[src/include/ppc_consts.svh]
// register offsets, field positions, reset values and level limits
// assumes: included by the privilege check design file
`ifndef PPC_CONSTS_SVH
`define PPC_CONSTS_SVH
`define PPC_OFS_CTRL      8'h00
`define PPC_OFS_STATUS    8'h04
`define PPC_OFS_SAVED_SS  8'h08
`define PPC_OFS_SAVED_SP  8'h0C
`define PPC_CTRL_PROT     0
`define PPC_CTRL_TASK32   1
`define PPC_CTRL_IOLVL_LO 4
`define PPC_CTRL_IOLVL_HI 5
`define PPC_ST_LVL_LO     0
`define PPC_ST_LVL_HI     1
`define PPC_ST_REAL       2
`define PPC_ST_DENIED     3
`define PPC_ST_CAUSE_LO   8
`define PPC_ST_CAUSE_HI   10
`define PPC_ST_CNT_LO     16
`define PPC_ST_CNT_HI     31
`define PPC_LEVEL_MOST    2'h0
`define PPC_LEVEL_LEAST   2'h3
`define PPC_RST_SS        16'h0000
`define PPC_RST_SP        32'h0000_0000
`define PPC_RST_CNT       16'h0000
`define PPC_CNT_ONE       16'h0001
`define PPC_RD_ZERO       32'h0000_0000
`endif

[src/include/ppc_pkg.sv]
// types of the segment privilege check block
// assumes: the pipeline encodes its requests with these enums
package ppc_pkg;
  // io port covers port in/out, string forms and repeated forms;
  // io flag covers interrupt-flag clear/set and any change of it
  typedef enum logic [3:0] {
    PPC_OP_DATA       = 4'h0,
    PPC_OP_JUMP       = 4'h1,
    PPC_OP_CALL       = 4'h2,
    PPC_OP_RETURN     = 4'h3,
    PPC_OP_INT_RETURN = 4'h4,
    PPC_OP_INTR       = 4'h5,
    PPC_OP_IO_PORT    = 4'h6,
    PPC_OP_IO_FLAG    = 4'h7
  } ppc_op_t;
  typedef enum logic [2:0] {
    PPC_DESC_CODE       = 3'h0,
    PPC_DESC_DATA       = 3'h1,
    PPC_DESC_CALL_GATE  = 3'h2,
    PPC_DESC_TRAP_GATE  = 3'h3,
    PPC_DESC_INT_GATE   = 3'h4,
    PPC_DESC_TASK_GATE  = 3'h5,
    PPC_DESC_TASK_STATE = 3'h6
  } ppc_desc_t;
  typedef enum logic [1:0] {
    PPC_TBL_GLOBAL = 2'h0,
    PPC_TBL_LOCAL  = 2'h1,
    PPC_TBL_INTR   = 2'h2
  } ppc_tbl_t;
  typedef enum logic [2:0] {
    PPC_CAUSE_NONE  = 3'h0,
    PPC_CAUSE_PRIV  = 3'h1,
    PPC_CAUSE_IO    = 3'h2,
    PPC_CAUSE_TYPE  = 3'h3,
    PPC_CAUSE_LEVEL = 3'h4
  } ppc_cause_t;
endpackage

[src/design/ppc_priv_check.sv]
// segment privilege check: access, io and control-transfer checks, stack switch
// assumes: requests come from same-clock pipeline logic; software on APB
// Function
// - privilege is two bits, 0 most privileged
// - real mode runs as level 0
// - running level held as code segment level
// - effective level is larger of requested, running
// - access only if effective <= descriptor level
// - data from equal/higher, calls from equal/lower
// - port io and interrupt-flag ops are io-sensitive
// - io level in flags, set only at level 0
// - running <= io level: sensitive ops pass
// - 16-bit task state: sensitive ops fault
// - 32-bit task state: bitmap per port
// - running level changes only via gates/task switch; code also changes it on outward return
// - wrong descriptor type for transfer faults
// - same-level transfers need global/local code descriptor
// - inward call needs global/local call gate
// - interrupts use trap/interrupt gate from interrupt table
// - outward return needs global/local code descriptor
// - interrupt-path task switch needs interrupt-table task gate
// - level change inside task switches stack
// - inner stacks for levels 0-2 from task state
// - inward: load new stack, push old pointer
// - outward return restores saved outer stack
//
// Decided for this implementation: the address map and register access over APB.
`timescale 1ns/10ps
`include "ppc_consts.svh"

module ppc_priv_check
  import ppc_pkg::*;
#(
  parameter int ADDR_W = 8
) (
  input  wire logic              sys_clk,
  input  wire logic              rstn,
  input  wire logic              psel,
  input  wire logic              penable,
  input  wire logic              pwrite,
  input  wire logic [ADDR_W-1:0] paddr,
  input  wire logic [31:0]       pwdata,
  input  wire logic [3:0]        pstrb,
  output logic [31:0]            prdata,
  output logic                   pready,
  output logic                   pslverr,
  input  wire logic              reqValid,
  input  ppc_op_t                reqOp,
  input  wire logic [1:0]        reqSelLevel,
  input  wire logic [1:0]        reqDescLevel,
  input  ppc_desc_t              reqDescType,
  input  ppc_tbl_t               reqDescTable,
  input  wire logic [1:0]        reqTargetLevel,
  input  wire logic              reqPortDenied,
  input  wire logic [15:0]       reqCurSs,
  input  wire logic [31:0]       reqCurSp,
  input  wire logic [15:0]       taskStackSs,
  input  wire logic [31:0]       taskStackSp,
  output logic                   rspValid,
  output logic                   rspFault,
  output ppc_cause_t             rspCause,
  output logic                   rspStackLoad,
  output logic                   rspStackPush,
  output logic                   rspStackRestore,
  output logic [15:0]            rspStackSs,
  output logic [31:0]            rspStackSp,
  output logic [1:0]             runningPrivLevel,
  output logic [1:0]             ioPrivLevel
);

  function automatic logic [1:0] maxLevel(input logic [1:0] a, input logic [1:0] b);
    maxLevel = (a > b) ? a : b;
  endfunction

  function automatic logic isOfs(input logic [ADDR_W-1:0] a, input logic [7:0] ofs);
    isOfs = (a == ADDR_W'(ofs));
  endfunction

  ////////////////////////////////////////////////////////////////////////////
  // state
  logic [1:0]  runningPrivLevel_r;
  logic [1:0]  ioPrivLevel_r;
  logic        protEn_r;
  logic        task32_r;
  logic        denied_r;
  ppc_cause_t  lastCause_r;
  logic [15:0] faultCnt_r;
  logic [15:0] savedSs_r;
  logic [31:0] savedSp_r;
  logic        pready_r;
  logic        pslverr_r;
  logic [31:0] prdata_r;
  logic        rspValid_r;
  logic        rspFault_r;
  ppc_cause_t  rspCause_r;
  logic        rspStackLoad_r;
  logic        rspStackPush_r;
  logic        rspStackRestore_r;
  logic [15:0] rspStackSs_r;
  logic [31:0] rspStackSp_r;

  ////////////////////////////////////////////////////////////////////////////
  // privilege arithmetic
  wire [1:0] curLvl   = protEn_r ? runningPrivLevel_r : `PPC_LEVEL_MOST;
  wire [1:0] effLvl   = maxLevel(reqSelLevel, curLvl);
  wire       privOk   = (effLvl <= reqDescLevel);
  wire       globLoc  = (reqDescTable == PPC_TBL_GLOBAL) || (reqDescTable == PPC_TBL_LOCAL);
  wire       intrTbl  = (reqDescTable == PPC_TBL_INTR);
  wire       isIoOp   = (reqOp == PPC_OP_IO_PORT) || (reqOp == PPC_OP_IO_FLAG);
  wire       ioLvlOk  = (curLvl <= ioPrivLevel_r);
  wire       bitmapOk = task32_r && (reqOp == PPC_OP_IO_PORT) && !reqPortDenied;
  wire       ioOk     = ioLvlOk || bitmapOk;
  wire       codeGL   = (reqDescType == PPC_DESC_CODE) && globLoc;
  wire       tgtIn    = (reqTargetLevel < curLvl);
  wire       tgtOut   = (reqTargetLevel > curLvl);
  wire       taskJump = ((reqDescType == PPC_DESC_TASK_STATE) && (reqDescTable == PPC_TBL_GLOBAL))
                     || ((reqDescType == PPC_DESC_TASK_GATE) && globLoc);
  wire       taskIntr = (reqDescType == PPC_DESC_TASK_GATE) && intrTbl;
  wire       intGate  = ((reqDescType == PPC_DESC_TRAP_GATE) || (reqDescType == PPC_DESC_INT_GATE))
                     && intrTbl;

  ////////////////////////////////////////////////////////////////////////////
  // decision
  ppc_cause_t cause;
  logic [1:0] newLvl;
  logic       goIn;
  logic       goOut;

  always_comb begin
    cause  = PPC_CAUSE_NONE;
    newLvl = curLvl;
    goIn   = 1'b0;
    goOut  = 1'b0;
    case (reqOp)
      PPC_OP_DATA: begin
        if (!privOk) cause = PPC_CAUSE_PRIV;
      end
      PPC_OP_IO_PORT, PPC_OP_IO_FLAG: begin
        if (!ioOk) cause = PPC_CAUSE_IO;
      end
      PPC_OP_JUMP, PPC_OP_CALL: begin
        if (codeGL) begin
          if (reqTargetLevel != curLvl) cause = PPC_CAUSE_LEVEL;
        end else if ((reqDescType == PPC_DESC_CALL_GATE) && globLoc && (reqOp == PPC_OP_CALL)) begin
          if (!privOk) cause = PPC_CAUSE_PRIV;
          else if (tgtOut) cause = PPC_CAUSE_LEVEL;
          else begin
            newLvl = reqTargetLevel;
            goIn   = tgtIn;
          end
        end else if (taskJump) begin
          if (!privOk) cause = PPC_CAUSE_PRIV;
          else newLvl = reqTargetLevel;
        end else begin
          cause = PPC_CAUSE_TYPE;
        end
      end
      PPC_OP_RETURN, PPC_OP_INT_RETURN: begin
        if (codeGL) begin
          if (tgtIn) cause = PPC_CAUSE_LEVEL;
          else begin
            newLvl = reqTargetLevel;
            goOut  = tgtOut;
          end
        end else if (taskIntr && (reqOp == PPC_OP_INT_RETURN)) begin
          newLvl = reqTargetLevel;
        end else begin
          cause = PPC_CAUSE_TYPE;
        end
      end
      PPC_OP_INTR: begin
        if (intGate) begin
          if (!privOk) cause = PPC_CAUSE_PRIV;
          else if (tgtOut) cause = PPC_CAUSE_LEVEL;
          else begin
            newLvl = reqTargetLevel;
            goIn   = tgtIn;
          end
        end else if (taskIntr) begin
          if (!privOk) cause = PPC_CAUSE_PRIV;
          else newLvl = reqTargetLevel;
        end else begin
          cause = PPC_CAUSE_TYPE;
        end
      end
      default: cause = PPC_CAUSE_TYPE;
    endcase
    if (!protEn_r) begin
      cause  = PPC_CAUSE_NONE;
      newLvl = curLvl;
      goIn   = 1'b0;
      goOut  = 1'b0;
    end
  end

  wire fault = (cause != PPC_CAUSE_NONE);
  wire okReq = reqValid && !fault;

  ////////////////////////////////////////////////////////////////////////////
  // apb decode
  wire apbAcc   = psel && penable;
  wire apbDone  = apbAcc && pready_r;
  wire hitCtrl  = isOfs(paddr, `PPC_OFS_CTRL);
  wire hitStat  = isOfs(paddr, `PPC_OFS_STATUS);
  wire hitSs    = isOfs(paddr, `PPC_OFS_SAVED_SS);
  wire hitSp    = isOfs(paddr, `PPC_OFS_SAVED_SP);
  wire mapped   = hitCtrl || hitStat || hitSs || hitSp;
  wire ctrlWr   = apbDone && pwrite && hitCtrl && pstrb[0] && !pslverr_r;
  wire lvlZero  = (curLvl == `PPC_LEVEL_MOST);
  wire ioLvlWr  = ctrlWr && lvlZero;
  wire ioLvlBad = ctrlWr && !lvlZero
               && (pwdata[`PPC_CTRL_IOLVL_HI:`PPC_CTRL_IOLVL_LO] != ioPrivLevel_r);
  wire deniedClr = apbDone && pwrite && hitStat && pstrb[0] && pwdata[`PPC_ST_DENIED];

  logic [31:0] ctrlRd;
  logic [31:0] statRd;
  always_comb begin
    ctrlRd = `PPC_RD_ZERO;
    ctrlRd[`PPC_CTRL_PROT] = protEn_r;
    ctrlRd[`PPC_CTRL_TASK32] = task32_r;
    ctrlRd[`PPC_CTRL_IOLVL_HI:`PPC_CTRL_IOLVL_LO] = ioPrivLevel_r;
    statRd = `PPC_RD_ZERO;
    statRd[`PPC_ST_LVL_HI:`PPC_ST_LVL_LO] = curLvl;
    statRd[`PPC_ST_REAL] = !protEn_r;
    statRd[`PPC_ST_DENIED] = denied_r;
    statRd[`PPC_ST_CAUSE_HI:`PPC_ST_CAUSE_LO] = lastCause_r;
    statRd[`PPC_ST_CNT_HI:`PPC_ST_CNT_LO] = faultCnt_r;
  end

  wire [31:0] rdMux = hitCtrl ? ctrlRd
                    : hitStat ? statRd
                    : hitSs   ? {16'h0000, savedSs_r}
                    : hitSp   ? savedSp_r
                    : `PPC_RD_ZERO;

  ////////////////////////////////////////////////////////////////////////////
  // apb slave: one wait state
  always_ff @(posedge sys_clk) begin
    if (!rstn) begin
      pready_r  <= 1'b0;
      pslverr_r <= 1'b0;
      prdata_r  <= `PPC_RD_ZERO;
    end else begin
      pready_r  <= apbAcc && !pready_r;
      pslverr_r <= apbAcc && !pready_r && !mapped;
      if (apbAcc && !pready_r) prdata_r <= pwrite ? `PPC_RD_ZERO : rdMux;
    end
  end

  always_ff @(posedge sys_clk) begin
    if (!rstn) begin
      protEn_r      <= 1'b0;
      task32_r      <= 1'b0;
      ioPrivLevel_r <= `PPC_LEVEL_MOST;
      denied_r      <= 1'b0;
    end else begin
      if (ctrlWr) protEn_r <= pwdata[`PPC_CTRL_PROT];
      if (ctrlWr) task32_r <= pwdata[`PPC_CTRL_TASK32];
      if (ioLvlWr) ioPrivLevel_r <= pwdata[`PPC_CTRL_IOLVL_HI:`PPC_CTRL_IOLVL_LO];
      if (ioLvlBad) denied_r <= 1'b1;
      else if (deniedClr) denied_r <= 1'b0;
    end
  end

  ////////////////////////////////////////////////////////////////////////////
  // check result and running level
  always_ff @(posedge sys_clk) begin
    if (!rstn) begin
      runningPrivLevel_r <= `PPC_LEVEL_MOST;
      savedSs_r          <= `PPC_RST_SS;
      savedSp_r          <= `PPC_RST_SP;
      lastCause_r        <= PPC_CAUSE_NONE;
      faultCnt_r         <= `PPC_RST_CNT;
    end else if (reqValid) begin
      if (okReq) runningPrivLevel_r <= newLvl;
      if (okReq && goIn) savedSs_r <= reqCurSs;
      if (okReq && goIn) savedSp_r <= reqCurSp;
      if (fault) lastCause_r <= cause;
      if (fault) faultCnt_r <= 16'(faultCnt_r + `PPC_CNT_ONE);
    end
  end

  always_ff @(posedge sys_clk) begin
    if (!rstn) begin
      rspValid_r        <= 1'b0;
      rspFault_r        <= 1'b0;
      rspCause_r        <= PPC_CAUSE_NONE;
      rspStackLoad_r    <= 1'b0;
      rspStackPush_r    <= 1'b0;
      rspStackRestore_r <= 1'b0;
      rspStackSs_r      <= `PPC_RST_SS;
      rspStackSp_r      <= `PPC_RST_SP;
    end else begin
      rspValid_r        <= reqValid;
      rspFault_r        <= reqValid && fault;
      rspCause_r        <= reqValid ? cause : PPC_CAUSE_NONE;
      rspStackLoad_r    <= okReq && (goIn || goOut);
      rspStackPush_r    <= okReq && goIn;
      rspStackRestore_r <= okReq && goOut;
      rspStackSs_r      <= goIn ? taskStackSs : savedSs_r;
      rspStackSp_r      <= goIn ? taskStackSp : savedSp_r;
    end
  end

  assign prdata           = prdata_r;
  assign pready           = pready_r;
  assign pslverr          = pslverr_r;
  assign rspValid         = rspValid_r;
  assign rspFault         = rspFault_r;
  assign rspCause         = rspCause_r;
  assign rspStackLoad     = rspStackLoad_r;
  assign rspStackPush     = rspStackPush_r;
  assign rspStackRestore  = rspStackRestore_r;
  assign rspStackSs       = rspStackSs_r;
  assign rspStackSp       = rspStackSp_r;
  assign runningPrivLevel = runningPrivLevel_r;
  assign ioPrivLevel      = ioPrivLevel_r;

  ////////////////////////////////////////////////////////////////////////////
  // checks
  property p_fault_keeps_level;
    @(posedge sys_clk) disable iff (!rstn)
    rspFault_r |-> (runningPrivLevel_r == $past(runningPrivLevel_r)) && !rspStackLoad_r;
  endproperty
  a_fault_keeps_level: assert property (p_fault_keeps_level) else $error("fault changed state");

  property p_data_priv;
    @(posedge sys_clk) disable iff (!rstn)
    (reqValid && protEn_r && reqOp == PPC_OP_DATA && maxLevel(reqSelLevel, runningPrivLevel_r) > reqDescLevel)
      |=> rspValid_r && rspFault_r && rspCause_r == PPC_CAUSE_PRIV;
  endproperty
  a_data_priv: assert property (p_data_priv) else $error("data access not refused");

  property p_real_no_fault;
    @(posedge sys_clk) disable iff (!rstn)
    (reqValid && !protEn_r) |=> rspValid_r && !rspFault_r;
  endproperty
  a_real_no_fault: assert property (p_real_no_fault) else $error("fault in real mode");

  property p_io_ok;
    @(posedge sys_clk) disable iff (!rstn)
    (reqValid && isIoOp && protEn_r && runningPrivLevel_r <= ioPrivLevel_r) |=> !rspFault_r;
  endproperty
  a_io_ok: assert property (p_io_ok) else $error("io op faulted within io level");

  property p_io_task16;
    @(posedge sys_clk) disable iff (!rstn)
    (reqValid && isIoOp && protEn_r && !task32_r && runningPrivLevel_r > ioPrivLevel_r)
      |=> rspFault_r && rspCause_r == PPC_CAUSE_IO;
  endproperty
  a_io_task16: assert property (p_io_task16) else $error("io op passed with 16-bit task");

  property p_inward_stack;
    @(posedge sys_clk) disable iff (!rstn)
    rspStackPush_r |-> rspStackLoad_r && (runningPrivLevel_r < $past(runningPrivLevel_r))
      && savedSp_r == $past(reqCurSp);
  endproperty
  a_inward_stack: assert property (p_inward_stack) else $error("inward stack switch wrong");

  property p_outward_restore;
    @(posedge sys_clk) disable iff (!rstn)
    rspStackRestore_r |-> (rspStackSp_r == savedSp_r) && (rspStackSs_r == savedSs_r)
      && (runningPrivLevel_r > $past(runningPrivLevel_r));
  endproperty
  a_outward_restore: assert property (p_outward_restore) else $error("outer stack not restored");

  property p_level_change_cause;
    @(posedge sys_clk) disable iff (!rstn)
    (runningPrivLevel_r != $past(runningPrivLevel_r))
      |-> rspValid_r && !rspFault_r && $past(reqOp) != PPC_OP_DATA && !$past(isIoOp);
  endproperty
  a_level_change_cause: assert property (p_level_change_cause) else $error("level changed oddly");

  property p_io_level_guard;
    @(posedge sys_clk) disable iff (!rstn)
    (ioPrivLevel_r != $past(ioPrivLevel_r)) |-> $past(lvlZero) && $past(ctrlWr);
  endproperty
  a_io_level_guard: assert property (p_io_level_guard) else $error("io level set off level 0");

  property p_bad_type;
    @(posedge sys_clk) disable iff (!rstn)
    (reqValid && protEn_r && reqOp == PPC_OP_INTR && !intGate && !taskIntr)
      |=> rspFault_r && rspCause_r == PPC_CAUSE_TYPE;
  endproperty
  a_bad_type: assert property (p_bad_type) else $error("wrong interrupt descriptor passed");

endmodule // ppc_priv_check

[config.mk]
export PLATFORM = sky130hd
export DESIGN_NAME = ppc_priv_check
export DESIGN_NICKNAME = d
export VERILOG_FILES = /design/src/include/ppc_pkg.sv /design/src/design/ppc_priv_check.sv
export VERILOG_INCLUDE_DIRS = /design/src /design/src/include
export SDC_FILE = /design/constraint.sdc
export NUM_CORES = 1
export LEC_CHECK = 0
export BUFFER_PORTS_ARGS = -buffer_cell sky130_fd_sc_hd__buf_2
export CAP_MARGIN = 15
export CORE_MARGIN = 1.5
export CORE_UTILIZATION = 50
export CTS_CLUSTER_SIZE = 10
export DETAILED_ROUTE_END_ITERATION = 16
export GPL_TIMING_DRIVEN = 0
export PLACE_DENSITY = 0.91
export SLEW_MARGIN = 15
export SYNTH_ARGS = -nofsm -noshare
export SYNTH_HDL_FRONTEND = slang
export SYNTH_SLANG_ARGS = --single-unit
export TNS_END_PERCENT = 30
[constraint.sdc]
create_clock -name sys_clk -period 4.2 [get_ports sys_clk]
set_input_delay 1.26 -clock sys_clk [delete_from_list [all_inputs] [get_ports sys_clk]]
set_output_delay 1.26 -clock sys_clk [all_outputs]
set_load 0.005 [all_outputs]
* Word-level counts from Yosys, hierarchy flattened
Cells that the tools add are included.
** Word-level totals
- Flip-flop bits (word level) :: 164
- Logic and storage cells :: 153
- Input port bits :: 162
** Cells by class
- Equality and inequality tests :: 19
- Reduce and logical (&&, ||, !) cells :: 58
- $lt $le $gt $ge :: 5
- Add/subtract/negate cells :: 1
- Multiplexer cells :: 50
** Operators with widths (count)
- $mux 32 :: 6
- $mux 3 :: 11
- $mux 2 :: 16
- $logic_and 1x1->1 :: 29
- $add 16x1->16 const B :: 1
- $eq 4x3->1 const B :: 4
- $eq 8x4->1 const B :: 2
- $mux 16 :: 1
- $pmux 3 s5 :: 1
- $mux 1 :: 13
- $eq 3x3->1 const B :: 3
- $eq 4x2->1 const B :: 2
- $eq 8x3->1 const B :: 1
- $logic_not 8->1 :: 1
- $logic_or 1x1->1 :: 8
- $reduce_and 2->1 :: 4
- $logic_not 1->1 :: 7
- $eq 3x2->1 const B :: 2
- $pmux 2 s3 :: 1
- $reduce_or 2->1 :: 3
- $eq 4x1->1 const B :: 1
- $gt 2x2->1 :: 2
- $le 2x2->1 :: 2
- $logic_not 2->1 :: 2
- other kinds (9) :: 10

* Logic depth before layout (Yosys ltp)
- Depth after elaboration :: 15
- Depth in mapped cells :: 14

* Worst setup path after synthesis
Ideal clock, no wire load.
- Path type :: input-to-reg
- Start point :: input port reqSelLevel[1]
- End point :: register faultCnt_r[6]
- Arrival :: 3.495 ns
- Slack :: 0.635 ns
- Stages on the path :: 12
- Buffers on the path :: 0
- Cells stage by stage :: inv_1 -> ha_1 -> nand2b_1 -> a21oi_1 -> ha_1 -> nand2_1 -> o21a_1 -> o2111ai_2 -> a41o_4 -> and2_4 -> or4_1 -> a21oi_1
** Between the ends
- Cells in the longest elaborated chain, start to end :: 11
- Elaborated cells between the ends (all ways) :: 14
** Ends and longest elaborated chain
- start, declared :: line ppc_priv_check.sv:49 : input wire logic [1:0] reqSelLevel,
- $gt 2x2->1 :: line ppc_priv_check.sv:72 : maxLevel = (a > b) ? a : b;
- $mux 2 * :: line ppc_priv_check.sv:72
- $le 2x2->1 * :: line ppc_priv_check.sv:106 : wire privOk = (effLvl <= reqDescLevel);
- $mux 1 :: line ppc_priv_check.sv:136, ppc_priv_check.sv:152, ppc_priv_check.sv:180
- $mux 3 :: line ppc_priv_check.sv:151 : end else if (taskJump) begin
- $mux 3 :: line ppc_priv_check.sv:144 : end else if ((reqDescType == PPC_DESC_CALL_GATE) && globLoc && (reqOp == PPC_OP_CALL)) begin
- $mux 3 :: line ppc_priv_check.sv:142 : if (codeGL) begin
- $pmux 3 s5 * :: line ppc_priv_check.sv:134 : case (reqOp)
- $mux 3 * :: line ppc_priv_check.sv:188 : if (!protEn_r) begin
- $reduce_bool 3->1 * :: line ppc_priv_check.sv:196 : wire fault = (cause != PPC_CAUSE_NONE);
- $reduce_and 2->1 (no source line) *
- end signal, assigned :: line ppc_priv_check.sv:273 : faultCnt_r <= `PPC_RST_CNT;
- end signal, assigned :: line ppc_priv_check.sv:279 : if (fault) faultCnt_r <= 16'(faultCnt_r + `PPC_CNT_ONE);
- end, declared :: line ppc_priv_check.sv:87 : logic [15:0] faultCnt_r;
Every way passes the cells marked *; elsewhere a longest branch is shown, timed or not.
A chain may end at the register's enable or synchronous reset.

* Worst setup path after layout
- Start point :: input port reqSelLevel[1]
- End point :: register rspStackSp_r[28] (netlist: rspStackSp[28])
** Between the ends
- Cells in the longest elaborated chain, start to end :: 9
- Elaborated cells between the ends (all ways) :: 10
** Ends and longest elaborated chain
- $gt 2x2->1 :: line ppc_priv_check.sv:72
- $mux 2 * :: line ppc_priv_check.sv:72
- $le 2x2->1 * :: line ppc_priv_check.sv:106
- $mux 1 * :: line ppc_priv_check.sv:145 : if (!privOk) cause = PPC_CAUSE_PRIV;
- $mux 1 :: line ppc_priv_check.sv:144
- $mux 1 :: line ppc_priv_check.sv:142
- $pmux 1 s2 * :: line ppc_priv_check.sv:134
- $mux 1 * :: line ppc_priv_check.sv:188
- $mux 32 * :: line ppc_priv_check.sv:301 : rspStackSp_r <= goIn ? taskStackSp : savedSp_r;
- end signal, assigned :: line ppc_priv_check.sv:292 : rspStackSp_r <= `PPC_RST_SP;
- end signal, assigned :: line ppc_priv_check.sv:301
- end, declared :: line ppc_priv_check.sv:100 : logic [31:0] rspStackSp_r;
Marks and branches as above.

==> impl_metrics.env <==
export IMPL_synth_lib_cells_used_distinct=68
export IMPL_portion_of_synthesized_cell_area_occupied_by_the_leading_cell_type_pct=46.2
export IMPL_final_fill_count=1184
export IMPL_post_cts_repair_setup_buffers=0
export IMPL_sw_frac_of_total_pct=21.7
export IMPL_p_per_area_nw_per_um2=369
export IMPL_status="finished clean"
export IMPL_setup_worst_path_start_class="input pin"
export IMPL_finalHoldViolations=0
export IMPL_setup_violations=0
export IMPL_design_die_area_um2=14900
export IMPL_largest_area_contributor_in_the_synthesized_netlist="sky130_fd_sc_hd__dfxtp_1"
export IMPL_hold_ws_ns=0.479
export IMPL_peakVddDrop_uv=274
export IMPL_routedWlPerCell_um=17.6
export IMPL_postLayoutCoreUtil_pct=65.1
export IMPL_clock_insertion_delay_worst_skew_ns=0.42
export IMPL_p_int_w=0.00261
export IMPL_fp_coreArea_um2=13900
export IMPL_viasPerCell=5.68
export IMPL_worstPathRequired_ns=4.54
export IMPL_comb_power_share_pct=5.8
export IMPL_timing_clock_skew_ns=0.00630
export IMPL_cts_reportedPaths_clkPinSlew_ns=0.06
export IMPL_route_antenna_remaining_nets=0
export IMPL_detailed_route_wl_mm=23.0
export IMPL_setup_worst_path_end_class="flip-flop"
export IMPL_crit_arrival_ns=4.37
export IMPL_numCtsBuffers=17
export IMPL_worstPathMaxFanout=10
export IMPL_hold_class="reg2reg"
export IMPL_tritoncts_clock_tree="yes"
export IMPL_dpl_hpwl_mm=17.1
export IMPL_first_pass_iters=6
export IMPL_pwr_share_seq_pct=46.7
export IMPL_netSwitchingPower_w=0.000726
export IMPL_number_of_buffers_inserted_by_hold_repair_at_cts=0
export IMPL_grt_setup_unrepaired="no"
export IMPL_die_height_um=122
export IMPL_syn_mean_instance_area_um2=8.13
export IMPL_antenna_found_initial=0
export IMPL_max_cap_violations=0
export IMPL_clk_root_buffer_cell="sky130_fd_sc_hd__clkbuf_16"
export IMPL_die_width_um=122
export IMPL_drcViolationCount=0
export IMPL_synthToLayoutAreaGrowth_pct=27.2
export IMPL_grt_util_all_layers_pct=30.7
export IMPL_design_portCount=256
export IMPL_slew_headroom_pct=24.9
export IMPL_worstSetupPathType="in2reg"
export IMPL_timing_final_crit_period_ns=4.03
export IMPL_ctsHtreeMaxLevel=4
export IMPL_floorplan_initialDensity_pct=51.2
export IMPL_ctsResizeCount=0
export IMPL_slew_violations=0
export IMPL_globalplace_congestion=0.928
export IMPL_yosys_top_cells_area="sky130_fd_sc_hd__dfxtp_1 (46%), sky130_fd_sc_hd__nand2_1 (12%), sky130_fd_sc_hd__a21oi_1 (9.6%)"
export IMPL_power_frac_clock_pct=47.5
export IMPL_leakage_nw=3.70
export IMPL_grt_pass1_vias=7066
export IMPL_drive_above_1_share_pct=26.2
export IMPL_routed_via_count=7420
export IMPL_totalNegativeSetupSlack_ns=0
export IMPL_synthesis_yosys_warnings=0
export IMPL_synth_ff_type="sky130_fd_sc_hd__dfxtp_1"
export IMPL_globalRoute_totalOverflow=0
export IMPL_antenna_cells_inserted=0
export IMPL_synth_edf_count=0
export IMPL_postSynthRegisterBits=164
export IMPL_io_buffer_count=221
export IMPL_syn_instance_count=874
export IMPL_clock_sinks=164
export IMPL_initialDrtViolationCount=792
export IMPL_cts_root_to_sink_buffers=2
export IMPL_final_nets=1286
export IMPL_finalCritPeriodShare_pct=95.9
export IMPL_achievable_frequency_mhz=248
export IMPL_syn_num_nets=1046
export IMPL_grt_pass1_wl_mm=35.4
export IMPL_timing_worst_slew_pin_value_ns=1.12
export IMPL_placementRows=43
export IMPL_grt_start_max_net_pins=17
export IMPL_synthesis_area_um2=7110
export IMPL_synth_seq_area_share_pct=46.2
export IMPL_synth_async_reset_ratio_pct=0
[critical path, cell delays in order]
cell and delay, ns:
sky130_fd_sc_hd__buf_2 0.09, sky130_fd_sc_hd__inv_1 0.04, sky130_fd_sc_hd__ha_1 0.29, sky130_fd_sc_hd__nand2b_1 0.07, sky130_fd_sc_hd__a21oi_1 0.06, sky130_fd_sc_hd__ha_1 0.26, sky130_fd_sc_hd__nand2_1 0.07, sky130_fd_sc_hd__o21a_1 0.19
sky130_fd_sc_hd__nor4_2 0.97, sky130_fd_sc_hd__clkbuf_1 0.43, sky130_fd_sc_hd__buf_2 0.37, sky130_fd_sc_hd__nand2_1 0.10, sky130_fd_sc_hd__a21oi_1 0.15
[per-stage QoR]
step           std cells  cell area, um2  power [W]  setup WS (ns)
2_1_floorplan        874            7110    0.00168          0.635
3_3_place_gp        1275            8440    0.00178        -0.0947
3_5_place_dp        1275            8440    0.00178         -0.141
4_1_cts             1306            9040    0.00334          0.295
5_1_grt             1306            9040    0.00342         0.0375
6_report            1306            9040    0.00334          0.173
[state kept, by name, summed over array words and instances (netlist names)]
| register | cells |
|---|---|
| task32_r | 1 |
| rspFault | 1 |
| rspStackPush | 1 |
| rspStackRestore | 1 |
| rspStackSs | 16 |
| pslverr | 1 |
| faultCnt_r | 16 |
| rspCause | 3 |
| prdata | 32 |
| savedSp_r | 32 |
| rspStackLoad | 1 |
| rspValid | 1 |
| runningPrivLevel | 2 |
| protEn_r | 1 |
| rspStackSp | 32 |
| denied_r | 1 |
| pready | 1 |
| lastCause_r | 3 |
| savedSs_r | 16 |
| ioPrivLevel | 2 |
[cell families after synthesis]
group | after synthesis | synth area share [%]
compound gates | 219 | 19.7
xor+xnor | 10 | 1.23
fa+ha+maj | 10 | 1.76
buf+inv | 77 | 4.75
flops | 164 | 46.2
mux | 23 | 3.36
simple gates | 371 | 23.0
[area by class of cell]
cell class | instances | area (um2) | area share, %
clock inverter | 9 | 128 | 1.41
sequential | 164 | 3280 | 36.3
clock buffer | 22 | 474 | 5.24
inverter | 18 | 67.6 | 0.747
timing repair buffer | 221 | 1110 | 12.2
buffer | 59 | 270 | 2.99
tap | 180 | 225 | 2.49
multi-input combinational | 633 | 3490 | 38.6
[routing by layer]
layer | vias up | GRT usage (%) | share of wire, %
met3 | 59 | 7.81 | 8.7
li1 | 3490 | - | -
met1 | 3492 | 37.2 | 40
met5 | - | 0 | 0
met4 | 0 | 13.7 | 3.3
met2 | 379 | 51.5 | 48
[synthesized netlist by cell type (all sizes together) (3+ instances only)]
cell type / instances
mux2i: 16
xnor2: 8
and3: 4
a21oi: 137
a222oi: 17
a2111oi: 5
or3: 8
o21ai: 20
dfxtp: 164
nor3: 6
inv: 18
and4: 4
nor2b: 6
a31o: 4
a211oi: 6
and2: 6
nor4: 4
ha: 10
nand2b: 5
nor2: 71
nand2: 229
mux2: 7
buf: 17
nand3: 11
nand4: 3
clkbuf: 42
[path summary, 6_finish.rpt]
path | start | to | slack (ns) | cells past startpoint
worst max-delay path | reqSelLevel[1] | rspStackSp[28] | 0.17 | 13
worst min-delay path | savedSp_r[7] | savedSp_r[7] | 0.48 | 2
worst max register to register | protEn_r | rspStackSp[28] | 0.25 | 13
worst min register to register | savedSp_r[7] | savedSp_r[7] | 0.48 | 2
[layout by cell type, fill, tap and decap left out, drive strengths merged, types with 4 or more instances in the layout]
cell,instances
o21ai,20
xnor2,8
or3,8
nor2,71
a222oi,17
mux2,7
nor2b,6
a31o,4
nor4,4
and2,6
dfxtp,164
inv,18
and3,4
and4,4
nand2,229
clkbuf,64
a211oi,6
nand2b,5
nor3,6
nand3,11
mux2i,16
ha,10
a21oi,137
a2111oi,5
buf,238
[power groups by stage]
stage / combinational [W] / sequential, W / clock, W
after floorplan: 0.0000900 / 0.00159 / 0
after global placement: 0.000187 / 0.00159 / 0
after detailed placement: 0.000189 / 0.00159 / 0
after CTS: 0.000191 / 0.00156 / 0.00159
after global routing: 0.000209 / 0.00156 / 0.00166
final: 0.000195 / 0.00156 / 0.00159
No activity file was read; power rests on OpenSTA's default activity.
